===== src/shared/dlmd_pkg.sv =====
/*
 * dlmd_pkg: register map, field layouts, reset values, modes and timing
 * constants of the dual-loop mode and divider block.
 * Assumes a 100 MHz system clock and a 32-bit word-aligned register port.
 */
`default_nettype none
package dlmd_pkg;
	localparam int          CLK_NS    = 10;
	localparam int          LOS_NS    = 1000;
	localparam int          LOS_CYC   = LOS_NS / CLK_NS;
	localparam int          LOS_W     = 8;
	localparam int          ISYN_KHZ  = 3932160;
	localparam int          NCH       = 8;
	localparam logic [7:0]  A_MODE    = 8'h00;
	localparam logic [7:0]  A_CDIV    = 8'h04;
	localparam logic [7:0]  A_SDIV    = 8'h08;
	localparam logic [7:0]  A_SHDIV   = 8'h0C;
	localparam logic [7:0]  A_STAT    = 8'h10;
	localparam logic [7:0]  A_CHAN    = 8'h20;
	localparam logic [31:0] MODE_RST  = 32'h0000_0000;
	localparam logic [31:0] CDIV_RST  = 32'h0001_0001;
	localparam logic [31:0] SDIV_RST  = 32'h0001_0001;
	localparam logic [13:0] SHDIV_RST = 14'h0001;
	localparam logic [31:0] CHAN_RST  = 32'h0000_0001;
	localparam logic [2:0]  BASE_MAX  = 3'h5;
	localparam logic [3:0]  EXP_MAX   = 4'hC;
	localparam logic [26:0] RATIO_MAX = 27'h500_0000;

	typedef enum logic [1:0] {M_DUAL, M_SYNTH, M_CLEAN, M_FANOUT} dlmd_mode_t;

	typedef struct packed {
		logic [17:0] rsv;
		logic        synth_pd;
		logic        cleaner_pd;
		logic        manual_sel;
		logic        auto_sw;
		logic        pref_ref;
		logic [1:0]  prescale_sel;
		logic        ext_synth_osc;
		logic        ext_osc_halve_select;
		logic        synth_ref_doubler;
		logic        cleaner_feedback_route;
		logic [1:0]  timing_source_select;
		logic        cleaner_loop_bypass;
	} dlmd_mode_reg_t;

	typedef struct packed {
		logic        rsv1;
		logic [14:0] fb;
		logic        rsv0;
		logic [14:0] pre;
	} dlmd_cdiv_t;

	typedef struct packed {
		logic [5:0] rsv1;
		logic [9:0] fb;
		logic [8:0] rsv0;
		logic [6:0] pre;
	} dlmd_sdiv_t;

	typedef struct packed {
		logic [3:0] out1_dly;
		logic [3:0] out0_dly;
		logic [7:0] ch_dly;
		logic [1:0] out_pd;
		logic       ch_pd;
		logic [3:0] sysref_exp;
		logic       sysref_en;
		logic [3:0] div_exp;
		logic       rsv;
		logic [2:0] div_base;
	} dlmd_chan_reg_t;

	typedef struct packed {
		logic        wr;
		logic        rd;
		logic [7:0]  addr;
		logic [31:0] wdata;
	} dlmd_bus_t;

	typedef struct packed {
		logic cl_ref;
		logic cl_fb;
		logic sy_ref;
		logic sy_fb;
	} dlmd_cmp_t;
endpackage
`default_nettype wire


===== src/hdl/dlmd_div.sv =====
/*
 * dlmd_div: integer tick divider, one pulse per ratio input ticks.
 * Assumes ticks are single-cycle pulses on the system clock.
 */
`timescale 1ns/10ps
`default_nettype none
module dlmd_div
	import dlmd_pkg::*;
#(
	parameter int W = 15
) (
	// clock and reset
	input  wire logic         i_clk,
	input  wire logic         i_rst,
	// count control
	input  wire logic         i_restart,
	input  wire logic         i_tick,
	input  wire logic [W-1:0] i_ratio,
	// terminal count
	output logic              o_pulse
);
	typedef struct packed {
		logic [W-1:0] cnt;
		logic [W-1:0] ratio;
		logic         pulse;
	} dlmd_div_st_t;

	dlmd_div_st_t s_q, s_d;
	logic [W-1:0] eff;

	if (W < 2 || W > 16) begin : g_bad
		$error("dlmd_div: W out of range");
	end

	always_comb begin
		// ratio 0 acts as 1
		eff = (s_q.ratio == '0) ? W'(1) : s_q.ratio;
		s_d = s_q;
		s_d.pulse = 1'b0;
		if (i_restart) begin
			s_d.cnt = '0;
			s_d.ratio = i_ratio;
		end else if (i_tick) begin
			if (s_q.cnt >= eff - W'(1)) begin
				// new ratio only here or on restart: no runt period
				s_d.cnt = '0;
				s_d.ratio = i_ratio;
				s_d.pulse = 1'b1;
			end else begin
				s_d.cnt = s_q.cnt + W'(1);
			end
		end
	end

	always_ff @(posedge i_clk or posedge i_rst) begin
		if (i_rst) begin
			s_q <= '0;
		end else begin
			s_q <= s_d;
		end
	end

	assign o_pulse = s_q.pulse;

	a_div_pulse_src: assert property (@(posedge i_clk) disable iff (i_rst)
		o_pulse |-> $past(i_tick) && !$past(i_restart))
		else $error("divider pulse without a tick");
	a_div_ratio_hold: assert property (@(posedge i_clk)
		disable iff (i_rst) $changed(s_q.ratio) |-> o_pulse || $past(i_restart))
		else $error("divider ratio changed mid-period");
	a_div_cnt_bound: assert property (@(posedge i_clk) disable iff (i_rst)
		s_q.cnt < eff)
		else $error("divider count beyond ratio");
endmodule
`default_nettype wire


===== src/hdl/dlmd_chan.sv =====
/*
 * dlmd_chan: one output channel, clock or SYSREF divider with a channel
 * phase offset and a per-output tick delay.
 * Assumes all channels share one central tick and one restart.
 */
`timescale 1ns/10ps
`default_nettype none
module dlmd_chan
	import dlmd_pkg::*;
(
	// clock and reset
	input  wire logic           i_clk,
	input  wire logic           i_rst,
	// timing reference and channel configuration
	input  wire logic           i_restart,
	input  wire logic           i_tick,
	input  wire dlmd_chan_reg_t i_cfg,
	// outputs
	output logic [1:0]          o_out
);
	typedef struct packed {
		logic [26:0] cnt;
		logic [26:0] ratio;
		logic [15:0] hist;
		logic [1:0]  out;
	} dlmd_chan_st_t;

	dlmd_chan_st_t s_q, s_d;
	logic [2:0]  base;
	logic [3:0]  m;
	logic [3:0]  p;
	logic [26:0] rat;
	logic        term;
	logic        tk;

	always_comb begin
		// out-of-range fields clamp to the legal set
		base = (i_cfg.div_base == 3'h0 || i_cfg.div_base > BASE_MAX) ?
			3'h1 : i_cfg.div_base;
		m = (i_cfg.div_exp > EXP_MAX) ? EXP_MAX : i_cfg.div_exp;
		p = 4'h0;
		if (i_cfg.sysref_en) begin
			p = (i_cfg.sysref_exp == 4'h0) ? 4'h1 : i_cfg.sysref_exp;
			p = (p > EXP_MAX) ? EXP_MAX : p;
		end
		rat = 27'(base) << ({1'b0, m} + {1'b0, p});
		term = s_q.cnt >= s_q.ratio - 27'h1;
		s_d = s_q;
		if (i_restart || i_cfg.ch_pd) begin
			// channel offset preloads the count
			s_d.cnt = i_cfg.ch_pd ? 27'h0 : 27'(i_cfg.ch_dly);
			s_d.ratio = rat;
			s_d.hist = '0;
		end else if (i_tick) begin
			s_d.hist = {s_q.hist[14:0], term};
			if (term) begin
				s_d.cnt = '0;
				s_d.ratio = rat;
			end else begin
				s_d.cnt = s_q.cnt + 27'h1;
			end
		end
		// per-output delay taps the tick history
		// gated by the tick: a held tap would stretch the pulse
		tk = i_tick & ~i_restart & ~i_cfg.ch_pd;
		s_d.out[0] = tk & s_d.hist[i_cfg.out0_dly] & ~i_cfg.out_pd[0];
		s_d.out[1] = tk & s_d.hist[i_cfg.out1_dly] & ~i_cfg.out_pd[1];
		if (i_cfg.ch_pd) begin
			s_d.out = 2'h0;
		end
	end

	always_ff @(posedge i_clk or posedge i_rst) begin
		if (i_rst) begin
			s_q <= '{cnt: '0, ratio: 27'h1, hist: '0, out: '0};
		end else begin
			s_q <= s_d;
		end
	end

	assign o_out = s_q.out;

	a_chan_pd_quiet: assert property (@(posedge i_clk)
		disable iff (i_rst) i_cfg.ch_pd |=> o_out == 2'h0)
		else $error("powered-down channel drives an output");
	a_chan_ratio_max: assert property (@(posedge i_clk)
		disable iff (i_rst) s_q.ratio <= RATIO_MAX && s_q.ratio != 27'h0)
		else $error("channel ratio outside its range");
endmodule
`default_nettype wire


===== src/hdl/dlmd_top.sv =====
/*
 * dlmd_top: mode decode, reference selection and the divider chain of a
 * two-loop clock generator; loop and oscillator edges arrive as pins and
 * the dividers count their edges, or each cycle on the internal synth oscillator, as ticks on the system clock.
 * Assumes pin edges are slower than half the system clock and that
 * software keeps analog frequency limits.
 */
// Operation
// - bypass bit and source field pick dual, synth, cleaner or fanout
// - dual mode with route set: feedback through cleaner and shared dividers
// - input prescaler divides by 1, 2, 4 or 8 only
// - cleaner pre-divider is 15 bits, ratios 1 to 32767
// - cleaner feedback divider is 15 bits, ratios 1 to 32767
// - shared feedback divider is 14 bits, ratios 1 to 16383
// - synth pre-divider is 7 bits, ratios 1 to 127
// - doubler multiplies the synth reference by 1 or 2
// - synth feedback divider is 10 bits, up to 1023
// - clock divider is base 1 to 5 times 2 to the 0..12
// - SYSREF adds a further 2 to the 1..12, up to 83886080
// - internal synth oscillator fixed; external rates chosen by designer
// - synth output is the central reference, cleaner output in cleaner-only mode, synth pre-divider output in fanout
// - eight channels, each clock or SYSREF
// - SYSREF stays synchronous to clocks from the same reference
// - each channel and each output has a programmable delay
// - two references, auto switch by priority, with holdover
// - outputs, channels and unused blocks can be powered down
`timescale 1ns/10ps
`default_nettype none
module dlmd_top
	import dlmd_pkg::*;
#(
	parameter int LOS_CYCLES = LOS_CYC
) (
	// clock and reset
	input  wire logic          i_clk,
	input  wire logic          i_rst,
	// register port
	input  wire dlmd_bus_t     i_bus,
	output logic [31:0]        o_rdata,
	// reference and oscillator pins
	input  wire logic [1:0]    i_ref_pin,
	input  wire logic          i_cleaner_osc_pin,
	input  wire logic          i_synth_osc_pin,
	// channel outputs
	output logic [2*NCH-1:0]   o_chan_out,
	// loop compare pulses and status
	output dlmd_cmp_t          o_cmp,
	output dlmd_mode_t         o_mode,
	output logic               o_ref_sel,
	output logic               o_holdover
);
	typedef struct packed {
		logic [3:0]                  sy1;
		logic [3:0]                  sy2;
		logic [3:0]                  prv;
		logic                        half;
		logic                        srtk;
		dlmd_mode_reg_t              mr;
		dlmd_cdiv_t                  cdiv;
		dlmd_sdiv_t                  sdiv;
		logic [13:0]                 shdiv;
		dlmd_chan_reg_t [NCH-1:0]    ch;
		logic [1:0][LOS_W-1:0]       los;
		logic                        sel;
		logic                        hold;
		dlmd_mode_t                  mode;
		logic                        restart;
		logic [2*NCH-1:0]            out;
		dlmd_cmp_t                   cmp;
		logic [31:0]                 rdata;
	} dlmd_st_t;

	dlmd_st_t         s_q, s_d;
	dlmd_mode_t       md;
	logic [3:0]       rise;
	logic [1:0]       act;
	logic [3:0]       pre_ratio;
	logic             ref_tk;
	logic             pre_tk;
	logic             cp_tk;
	logic             sh_in;
	logic             sh_tk;
	logic             cf_in;
	logic             cf_tk;
	logic             osc_tk;
	logic             sr_src;
	logic             sr_tk;
	logic             sp_tk;
	logic             sf_tk;
	logic             cen_tk;
	logic             fb_both;
	logic [2*NCH-1:0] chout;

	if (LOS_CYCLES < 2 || LOS_CYCLES >= 2**LOS_W) begin : g_bad
		$error("dlmd_top: LOS_CYCLES out of range");
	end

	// edges of the synchronised pins: ref0, ref1, cleaner, synth osc
	assign rise = s_q.sy2 & ~s_q.prv;
	assign act[0] = s_q.los[0] < LOS_W'(LOS_CYCLES);
	assign act[1] = s_q.los[1] < LOS_W'(LOS_CYCLES);

	always_comb begin
		// decode straight from the register bits
		unique case (s_q.mr.timing_source_select)
			2'b10: md = M_CLEAN;
			2'b11: md = M_FANOUT;
			default: md = s_q.mr.cleaner_loop_bypass ? M_SYNTH : M_DUAL;
		endcase
	end

	// reference path
	assign ref_tk = rise[{1'b0, s_q.sel}] & ~s_q.hold;
	assign pre_ratio = 4'h1 << s_q.mr.prescale_sel;

	dlmd_div #(
		.W (4)
	) u_presc (
		.i_clk     (i_clk),
		.i_rst     (i_rst),
		.i_restart (1'b0),
		.i_tick    (ref_tk),
		.i_ratio   (pre_ratio),
		.o_pulse   (pre_tk)
	);

	// cleaner loop, held in restart while powered down
	dlmd_div #(
		.W (15)
	) u_cl_pre (
		.i_clk     (i_clk),
		.i_rst     (i_rst),
		.i_restart (s_q.mr.cleaner_pd),
		.i_tick    (pre_tk),
		.i_ratio   (s_q.cdiv.pre),
		.o_pulse   (cp_tk)
	);

	// in dual mode the route bit closes the cleaner loop through both dividers
	assign fb_both = s_q.mr.cleaner_feedback_route && md == M_DUAL;
	assign sh_in = fb_both & osc_tk;
	assign cf_in = fb_both ? sh_tk : rise[2];

	dlmd_div #(
		.W (14)
	) u_sh_fb (
		.i_clk     (i_clk),
		.i_rst     (i_rst),
		.i_restart (s_q.mr.cleaner_pd),
		.i_tick    (sh_in),
		.i_ratio   (s_q.shdiv),
		.o_pulse   (sh_tk)
	);

	dlmd_div #(
		.W (15)
	) u_cl_fb (
		.i_clk     (i_clk),
		.i_rst     (i_rst),
		.i_restart (s_q.mr.cleaner_pd),
		.i_tick    (cf_in),
		.i_ratio   (s_q.cdiv.fb),
		.o_pulse   (cf_tk)
	);

	// internal oscillator ticks every cycle; external one may be halved
	always_comb begin
		osc_tk = 1'b1;
		if (s_q.mr.ext_synth_osc) begin
			osc_tk = s_q.mr.ext_osc_halve_select ?
				rise[3] & s_q.half : rise[3];
		end
	end

	// doubler: a tick counts on both of its edges
	assign sr_src = (md == M_DUAL) ? rise[2] : pre_tk;
	assign sr_tk = sr_src | (s_q.mr.synth_ref_doubler & s_q.srtk);

	dlmd_div #(
		.W (7)
	) u_sy_pre (
		.i_clk     (i_clk),
		.i_rst     (i_rst),
		.i_restart (s_q.mr.synth_pd),
		.i_tick    (sr_tk),
		.i_ratio   (s_q.sdiv.pre),
		.o_pulse   (sp_tk)
	);

	dlmd_div #(
		.W (10)
	) u_sy_fb (
		.i_clk     (i_clk),
		.i_rst     (i_rst),
		.i_restart (s_q.mr.synth_pd),
		.i_tick    (osc_tk),
		.i_ratio   (s_q.sdiv.fb),
		.o_pulse   (sf_tk)
	);

	// central timing reference
	always_comb begin
		unique case (md)
			M_DUAL, M_SYNTH: cen_tk = osc_tk;
			M_CLEAN: cen_tk = rise[2];
			M_FANOUT: cen_tk = sp_tk;
		endcase
	end

	// one tick and one restart for all channels
	for (genvar g = 0; g < NCH; g++) begin : g_ch
		dlmd_chan u_ch (
			.i_clk     (i_clk),
			.i_rst     (i_rst),
			.i_restart (s_q.restart),
			.i_tick    (cen_tk),
			.i_cfg     (s_q.ch[g]),
			.o_out     (chout[2*g+1:2*g])
		);
	end

	always_comb begin
		s_d = s_q;
		s_d.sy1 = {i_synth_osc_pin, i_cleaner_osc_pin, i_ref_pin};
		s_d.sy2 = s_q.sy1;
		s_d.prv = s_q.sy2;
		s_d.half = s_q.half ^ rise[3];
		s_d.srtk = sr_src;
		// activity monitors saturate at the loss limit
		for (int i = 0; i < 2; i++) begin
			if (rise[i]) begin
				s_d.los[i] = '0;
			end else if (act[i]) begin
				s_d.los[i] = s_q.los[i] + LOS_W'(1);
			end
		end
		// manual choice in fanout or with auto switch off, priority with holdover otherwise
		if (!s_q.mr.auto_sw || md == M_FANOUT) begin
			s_d.sel = s_q.mr.manual_sel;
			s_d.hold = 1'b0;
		end else if (act[s_q.mr.pref_ref]) begin
			s_d.sel = s_q.mr.pref_ref;
			s_d.hold = 1'b0;
		end else if (act[~s_q.mr.pref_ref]) begin
			s_d.sel = ~s_q.mr.pref_ref;
			s_d.hold = 1'b0;
		end else begin
			s_d.hold = 1'b1;
		end
		s_d.mode = md;
		s_d.restart = md != s_q.mode;
		s_d.out = chout;
		s_d.cmp = '{cl_ref: cp_tk, cl_fb: cf_tk, sy_ref: sp_tk, sy_fb: sf_tk};
		// register writes; reserved bits forced to zero
		if (i_bus.wr) begin
			unique case (i_bus.addr)
				A_MODE: begin
					s_d.mr = i_bus.wdata;
					s_d.mr.rsv = '0;
				end
				A_CDIV: begin
					s_d.cdiv = i_bus.wdata;
					s_d.cdiv.rsv0 = 1'b0;
					s_d.cdiv.rsv1 = 1'b0;
				end
				A_SDIV: begin
					s_d.sdiv = i_bus.wdata;
					s_d.sdiv.rsv0 = '0;
					s_d.sdiv.rsv1 = '0;
				end
				A_SHDIV: s_d.shdiv = i_bus.wdata[13:0];
				default: begin
					if (i_bus.addr[7:5] == A_CHAN[7:5]) begin
						s_d.ch[i_bus.addr[4:2]] = i_bus.wdata;
						s_d.ch[i_bus.addr[4:2]].rsv = 1'b0;
					end
				end
			endcase
		end
		// read data stand for the one cycle after the strobe
		s_d.rdata = '0;
		if (i_bus.rd) begin
			unique case (i_bus.addr)
				A_MODE: s_d.rdata = s_q.mr;
				A_CDIV: s_d.rdata = s_q.cdiv;
				A_SDIV: s_d.rdata = s_q.sdiv;
				A_SHDIV: s_d.rdata = {18'h0, s_q.shdiv};
				A_STAT: s_d.rdata = {26'h0, s_q.hold, s_q.sel, act, s_q.mode};
				default: begin
					if (i_bus.addr[7:5] == A_CHAN[7:5]) begin
						s_d.rdata = s_q.ch[i_bus.addr[4:2]];
					end
				end
			endcase
		end
	end

	always_ff @(posedge i_clk or posedge i_rst) begin
		if (i_rst) begin
			s_q <= '0;
			s_q.mr <= MODE_RST;
			s_q.cdiv <= CDIV_RST;
			s_q.sdiv <= SDIV_RST;
			s_q.shdiv <= SHDIV_RST;
			s_q.ch <= {NCH{CHAN_RST}};
			s_q.mode <= M_DUAL;
		end else begin
			s_q <= s_d;
		end
	end

	assign o_rdata = s_q.rdata;
	assign o_chan_out = s_q.out;
	assign o_cmp = s_q.cmp;
	assign o_mode = s_q.mode;
	assign o_ref_sel = s_q.sel;
	assign o_holdover = s_q.hold;

	a_mode_clean: assert property (@(posedge i_clk) disable iff (i_rst)
		s_q.mr.timing_source_select == 2'b10 |=> o_mode == M_CLEAN)
		else $error("source 10 did not give cleaner-only mode");
	a_mode_loops: assert property (@(posedge i_clk) disable iff (i_rst)
		!s_q.mr.timing_source_select[1] |=>
		o_mode == ($past(s_q.mr.cleaner_loop_bypass) ? M_SYNTH : M_DUAL))
		else $error("bypass bit did not steer the loop mode");
	a_fb_route: assert property (@(posedge i_clk) disable iff (i_rst)
		fb_both |-> cf_in == sh_tk && sh_in == osc_tk)
		else $error("cleaner feedback not through both dividers");
	a_presc_ratio: assert property (@(posedge i_clk) disable iff (i_rst)
		$onehot(pre_ratio) && pre_ratio <= 4'h8)
		else $error("prescaler ratio outside 1, 2, 4, 8");
	a_dbl_second: assert property (@(posedge i_clk) disable iff (i_rst)
		sr_src ##1 s_q.mr.synth_ref_doubler |-> sr_tk)
		else $error("doubler missed its second tick");
	a_central_src: assert property (@(posedge i_clk) disable iff (i_rst)
		md == M_CLEAN |-> cen_tk == rise[2])
		else $error("bypassed synth loop not replaced by cleaner");
	a_mode_restart: assert property (@(posedge i_clk) disable iff (i_rst)
		md != s_q.mode |=> s_q.restart ##1 !s_q.restart || $changed(md))
		else $error("mode change did not restart channels once");
	a_hold_no_ref: assert property (@(posedge i_clk) disable iff (i_rst)
		s_q.hold |-> !ref_tk && !act[0] || s_q.hold && !ref_tk)
		else $error("reference tick passed during holdover");
	a_read_idle: assert property (@(posedge i_clk) disable iff (i_rst)
		!i_bus.rd |=> o_rdata == 32'h0000_0000)
		else $error("read data outside the read answer cycle");
endmodule
`default_nettype wire


===== config.mk =====
export PLATFORM = sky130hd
export DESIGN_NAME = dlmd_top
export DESIGN_NICKNAME = d
export VERILOG_FILES = /design/src/shared/dlmd_pkg.sv /design/src/hdl/dlmd_div.sv /design/src/hdl/dlmd_chan.sv /design/src/hdl/dlmd_top.sv
export SDC_FILE = /design/constraint.sdc
export NUM_CORES = 2
export LEC_CHECK = 0
export BUFFER_PORTS_ARGS = -buffer_cell sky130_fd_sc_hd__buf_4
export CAP_MARGIN = 10
export CORE_MARGIN = 4
export CORE_UTILIZATION = 45
export DETAILED_ROUTE_END_ITERATION = 12
export PLACE_DENSITY = 0.63
export RECOVER_POWER = 25
export SKIP_LAST_GASP = 1
export SLEW_MARGIN = 30
export SYNTH_ARGS = -nofsm -noshare
export SYNTH_HDL_FRONTEND = slang
export SYNTH_HIERARCHICAL = 1
export SYNTH_SLANG_ARGS = --single-unit

===== constraint.sdc =====
create_clock -name i_clk -period 18 [get_ports i_clk]
set_clock_uncertainty 0.1 [all_clocks]
set_input_delay 1.8 -clock i_clk [delete_from_list [all_inputs] [get_ports i_clk]]
set_output_delay 1.8 -clock i_clk [all_outputs]
set_load 0.02 [all_outputs]

After elaboration in Yosys (flattened, before gate mapping)
Cells that the tools add are included.
{"block": "totals", "regBits": 1130, "out_inout_bits": 56, "wordCells": 640}
{"block": "op_classes", "n_addsub": 38, "order_cmp": 61, "n_eq_ne": 11, "n_shift": 9, "muxes": 186, "n_bitwise": 77, "n_reduce_logical": 94}
{"op": "$mux W70", "count": 16}
{"op": "$bwmux W256", "count": 2}
{"op": "$mux W27", "count": 16}
{"op": "$add A27 B1 Y27 const B", "count": 8}
{"op": "$ge A27 B27 Y1", "count": 8}
{"op": "$shl A3 B5 Y27", "count": 8}
{"op": "$sub A27 B1 Y27 const B", "count": 8}
{"op": "$demux W32 S3", "count": 2}
{"op": "$pmux W32 S5", "count": 1}
{"op": "$mux W4", "count": 35}
{"op": "$mux W32", "count": 4}
{"op": "$mux W8", "count": 13}
{"op": "$bmux W32 S3", "count": 1}
{"op": "$mux W15", "count": 6}
{"op": "$lt A4 B5 Y1 const B", "count": 16}
{"op": "$bmux W1 S4", "count": 16}
{"op": "$gt A4 B4 Y1 const B", "count": 16}
{"op": "$mux W31", "count": 2}
{"op": "$mux W30", "count": 2}
{"op": "$reduce_bool A2 Y1", "count": 28}
{"op": "$and A1 B1 Y1", "count": 45}
{"op": "$mux W14", "count": 3}
{"op": "$add A4 B4 Y5", "count": 8}
{"op": "$logic_not A4 Y1", "count": 9}
{"op": "other kinds (63)", "count": 203}

Logic depth before layout (Yosys ltp)
{"block": "depth", "depth_word": 15, "ltp_mapped": 19}

Cells and area by module
The synthesis kept the hierarchy.
{"mod": "dlmd_chan (g_ch[0].u_ch ...)", "n_inst": 7, "cells_each": 564, "area_per_inst_um2": 5139.9}
{"mod": "dlmd_top", "n_inst": 1, "cells_each": 1239, "area_per_inst_um2": 18527.8}
{"mod": "dlmd_chan (g_ch[7].u_ch)", "n_inst": 1, "cells_each": 610, "area_per_inst_um2": 5360.1}
{"mod": "dlmd_div (u_cl_fb ...)", "n_inst": 2, "cells_each": 217, "area_per_inst_um2": 2019.4}
{"mod": "dlmd_div (u_sh_fb)", "n_inst": 1, "cells_each": 202, "area_per_inst_um2": 1983.2}
{"mod": "dlmd_div (u_sy_fb)", "n_inst": 1, "cells_each": 143, "area_per_inst_um2": 1406.3}
{"mod": "dlmd_div (u_sy_pre)", "n_inst": 1, "cells_each": 103, "area_per_inst_um2": 1022.2}
{"mod": "dlmd_div (u_presc)", "n_inst": 1, "cells_each": 49, "area_per_inst_um2": 551.8}

Worst setup path after synthesis
OpenSTA, ideal clock, no wires.
{"block": "synth_path", "path_kind": "reg-to-reg", "startpoint": "reg g_ch[0].u_ch/s_q[20] (netlist name)", "endpoint": "reg g_ch[0].u_ch/s_q[27] (netlist name)", "setup_ns": 0.125, "arrival_time_ns": 4.109, "slack_ns": 13.666, "stages_incl_launch_ff": 18, "n_path_buf": 2, "synth_period_minus_slack_ns": 4.334, "path_cell_list": "dfrtp_1 > nor4_2 > nand2_1 > or4_1 > buf_2 > nor4_1 > nand2_1 > nor4_2 > xnor2_1 > ha_1 > a21oi_1 > nand2_1 > a221oi_1 > o21ai_0 > a21o_1 > a21oi_2 > buf_4 > mux2_2"}
{"block": "synth_between", "elab_chain_len": 4}
{"element": "start: declaration", "line": "dlmd_chan.sv:28", "source": "dlmd_chan_st_t s_q, s_d;"}
{"element": "start signal: assignment", "line": "dlmd_chan.sv:75", "source": "s_q <= '{cnt: '0, ratio: 27'h1, hist: '0, out: '0};"}
{"element": "$sub A27 B1 Y27", "line": "dlmd_chan.sv:47", "source": "term = s_q.cnt >= s_q.ratio - 27'h1;"}
{"element": "$ge A27 B27 Y1", "line": "dlmd_chan.sv:47"}
{"element": "$reduce_bool A2 Y1 (no source line)"}
{"element": "$reduce_and A2 Y1 (no source line)"}
Every way passes these cells.
A chain may end at the register's enable or synchronous reset.

==> reports/metrics.json <==
{
  "cpLargestDelayFamily": {"value": "buffers and inverters"},
  "slowest_stage": {"value": "clkinvlp_2"},
  "clockBufferDepth": {"value": 3},
  "finish.cell_count_without_fillers": {"value": 8830},
  "worstPathArrival": {"value": 7.70, "unit": "ns"},
  "worst_ep_required_time": {"value": 18.75, "unit": "ns"},
  "synth-edff-count": {"value": 0},
  "cts_made_buffers": {"value": 133},
  "number_of_vias_per_cell": {"value": 6.05},
  "rrSetupSlack": {"value": 12.67, "unit": "ns"},
  "power.share.clock": {"value": 26.2, "unit": "%"},
  "fraction_of_final_layout_cells_sized_beyond_drive_strength_1": {"value": 18.2, "unit": "%"},
  "max_transition_margin": {"value": -176, "unit": "%"},
  "cts-htree-levels": {"value": 4},
  "finalHoldViolations": {"value": 0},
  "starting_density": {"value": 45.3, "unit": "%"},
  "grt_use_total": {"value": 24.7, "unit": "%"},
  "endpoint_kind": {"value": "async pin"},
  "timing.hold.worst.class": {"value": "reg2reg"},
  "timing.hold.worst_path_depth": {"value": 0},
  "power_frac_seq": {"value": 29.2, "unit": "%"},
  "internal-power": {"value": 6.86, "unit": "mW"},
  "syn_to_final_growth": {"value": 10.1, "unit": "%"},
  "ctsRootBufferMaster": {"value": "clkbuf_16"},
  "die_area": {"value": 159000, "unit": "um^2"},
  "post_layout_minimum_cycle_time": {"value": 6.95, "unit": "ns"},
  "p_leak": {"value": 35.2, "unit": "nW"},
  "vias": {"value": 53400},
  "post_synth_inst_count": {"value": 6728},
  "final_min_period_over_clock_period": {"value": 38.6, "unit": "%"},
  "postSynthRegisterBits": {"value": 1130},
  "port_buffers": {"value": 103},
  "terminating_pin_of_the_worst_hold_path": {"value": "s_d[441]$_DFF_PP0_"},
  "cts_hold_buf": {"value": 0},
  "overflow": {"value": 0},
  "timing.critical_path.buf_inv": {"value": 5},
  "worst_ir_drop_vdd": {"value": 0.000116, "unit": "V"},
  "power_density_over_the_cells": {"value": 150, "unit": "nW/um^2"},
  "totalNegativeSetupSlack": {"value": 0, "unit": "ns"},
  "post_cts.repair.setup_buffers": {"value": 0},
  "number_of_endpoints_failing_setup_at_the_final_stage": {"value": 0},
  "place.gp.congestion": {"value": 0.948},
  "critical_path.max_stage_delay": {"value": 2.90, "unit": "ns"},
  "final-max-slew-violation-count": {"value": 685},
  "synth_cell_types": {"value": 103},
  "rr_worst_depth": {"value": 17},
  "final_util": {"value": 49.8, "unit": "%"},
  "total_area_of_multi_input_combinational_cells": {"value": 38100, "unit": "um^2"},
  "layout.cells.most_common": {"value": "dfrtp_1"},
  "grt_pass1_wl": {"value": 308, "unit": "mm"},
  "p_sw": {"value": 4.47, "unit": "mW"},
  "seqCellArea": {"value": 28300, "unit": "um^2"},
  "rsz0062_at_grt": {"value": "false"},
  "timing.critical_path.cells": {"value": "clkbuf_1, clkinvlp_2, buf_6, buf_4, buf_4"},
  "synth.cell_area": {"value": 68900, "unit": "um^2"},
  "fp-row-count": {"value": 143},
  "die_width": {"value": 399, "unit": "um"},
  "pin_count": {"value": 104},
  "timing.setup.critical_path_class": {"value": "in2async"},
  "power.share.combinational": {"value": 44.6, "unit": "%"},
  "die_height": {"value": 399, "unit": "um"},
  "run_status": {"value": "finished, violations left"},
  "dp.cells": {"value": 8566},
  "timing.critical_path.from_type": {"value": "primary input"},
  "holdCritStartpoint": {"value": "s_d[445]$_DFF_PP0_"},
  "totalPowerFinal": {"value": 11.3, "unit": "mW"},
  "antenna_violating_nets_post_route": {"value": 0},
  "cts.repair.resized": {"value": 0},
  "clkTransAtPathRegs": {"value": 0.06, "unit": "ns"},
  "dr.first_iter.drc_count": {"value": 4708},
  "worst-slew-pin-transition": {"value": 4.12, "unit": "ns"},
  "synth-main-ff-cell": {"value": "dfrtp_1"},
  "detail_route.drc_violations": {"value": 0},
  "filler_cell_count": {"value": 13700},
  "synth_warn": {"value": 6},
  "synthesis.area_per_instance": {"value": 10.2, "unit": "um^2"},
  "drt_wl_total": {"value": 199, "unit": "mm"},
  "fin_nets": {"value": 7071},
  "swShare": {"value": 39.4, "unit": "%"},
  "grt_max_degree": {"value": 97},
  "post_drt_wl_per_cell": {"value": 22.5, "unit": "um"},
  "yosysSeqAreaShare": {"value": 41.1, "unit": "%"},
  "leading_cell_types_in_the_layout_fill_and_taps_excluded": {"value": "dfrtp_1 (1109), nand2_1 (575), mux2_2 (523), nor2_1 (523), a21oi_1 (352)"},
  "max_cap_viol_count": {"value": 11},
  "clk-insertion-delay-late": {"value": 0.79, "unit": "ns"},
  "clock-sinks": {"value": 1130},
  "violations": {"value": "capacitance limit, slew limit"},
  "tritoncts_clock_tree": {"value": "built"},
  "vias_in_the_first_global_route": {"value": 50900},
  "detailed_place_hpwl": {"value": 146, "unit": "mm"},
  "timing.critical_path.fanout_max": {"value": 96},
  "ffs_w_async_s_r_synth": {"value": 100, "unit": "%"},
  "core": {"value": 152000, "unit": "um^2"},
  "worst_path_most_repeated_cell": {"value": "buf_4"},
  "fmax": {"value": 144, "unit": "MHz"},
  "crit-reg2reg-launch": {"value": "s_d[444]$_DFF_PP0_"},
  "worstReg2RegEnd": {"value": "g_ch[6].u_ch/o_out[0]$_DFF_PP0_"},
  "grt_antenna_before_repair": {"value": 34},
  "first_pass_iteration_count_of_the_detailed_router": {"value": 6}
}
==> metrics by stage <==
stage	setup WS, ns	hold WS (ns)	cell area, um^2
2_1_floorplan	4.49	0.231	68900
3_3_place_gp	12.80	0.233	70900
3_5_place_dp	12.67	0.239	70900
4_1_cts	12.67	0.241	75700
5_1_grt	10.27	0.254	75800
6_report	11.05	0.240	75800
==> metal layers <==
metal	wire length, um	global-route usage, %	vias up
met5	91	0	-
met4	6780	8.26	14
met3	15400	5.52	339
met2	87200	37.1	1719
met1	89200	35.2	26800
li1	-	-	24600
==> flip-flops by register name, indices dropped and copies added (netlist names), 14 cells and up <==
signal	count
g_ch.u_ch/o_out	16
g_ch.u_ch/s_q	560
o_chan_out	16
o_rdata	32
s_q	354
u_cl_fb/s_q	30
u_cl_pre/s_q	30
u_sh_fb/s_q	28
u_sy_fb/s_q	20
u_sy_pre/s_q	14
==> power groups by stage <==
| stage | sequential (mW) | combinational (mW) | clock, mW |
|---|---|---|---|
| final | 3.32 | 5.06 | 2.97 |
| after floorplan | 3.14 | 4.12 | 0 |
| after global routing | 3.35 | 5.73 | 3.12 |
| after detailed placement | 3.34 | 5.02 | 0 |
| after global placement | 3.33 | 4.83 | 0 |
| after CTS | 3.30 | 5.06 | 3.02 |
==> worst max path at each step <==
| stage | start | endpoint | slack, ns | cells after the start |
|---|---|---|---|---|
| finish | i_rst | s_q[143]$_DFFE_PP0P_ | 11.05 | 5 |
| global route | i_rst | s_q[163]$_DFFE_PP0P_ | 10.27 | 5 |
| CTS | s_d[444]$_DFF_PP0_ | g_ch[6].u_ch/o_out[0]$_DFF_PP0_ | 12.67 | 17 |
| detailed placement | s_d[444]$_DFF_PP0_ | g_ch[6].u_ch/o_out[0]$_DFF_PP0_ | 12.67 | 17 |
| global placement | s_d[444]$_DFF_PP0_ | g_ch[6].u_ch/o_out[1]$_DFF_PP0_ | 12.80 | 17 |
| floorplan | i_rst | o_chan_out[0]$_DFF_PP0_ | 4.49 | 1 |
==> cell usage after synthesis (108+ instances only) <==
cell type / instances / area, um^2
a21oi_1: 354 / 1770
a31oi_1: 137 / 857
clkbuf_1: 156 / 586
dfrtp_1: 1109 / 27800
ha_1: 342 / 4280
inv_1: 205 / 769
mux2_2: 523 / 5890
mux2i_1: 163 / 1630
mux4_2: 108 / 2430
nand2_1: 575 / 2160
nand3_1: 243 / 1220
nor2_1: 532 / 2000
nor2b_1: 112 / 701
nor3_1: 148 / 741
o21ai_0: 237 / 1190
xnor2_1: 233 / 2040
==> logic make-up (layout without fill, tap and decap cells) <==
kind of cell	count (synthesis)	in the layout	share of synthesized area, %
and+or+nand+nor	2235	2235	16.7
AOI/OAI and AO/OA	1292	1292	12.5
DFF	1130	1130	41.1
muxes	844	844	15.5
buffers and inverters	566	617	3.88
adders and majority gates	350	350	6.45
xor gates and xnor gates	310	310	3.94
other	1	22	0.00545
==> cell type report <==
type                            instances  area share (%)
Inverter                              205            1.02
Clock buffer                          190            5.24
Clock inverter                         56            1.14
Timing Repair Buffer                  166            1.67
Sequential cell                      1130            37.3
Multi-Input combinational cell       5037            50.2
Tap cell                             2030            3.35
Antenna cell                           16          0.0528
Power figures use the tool's default switching activity.
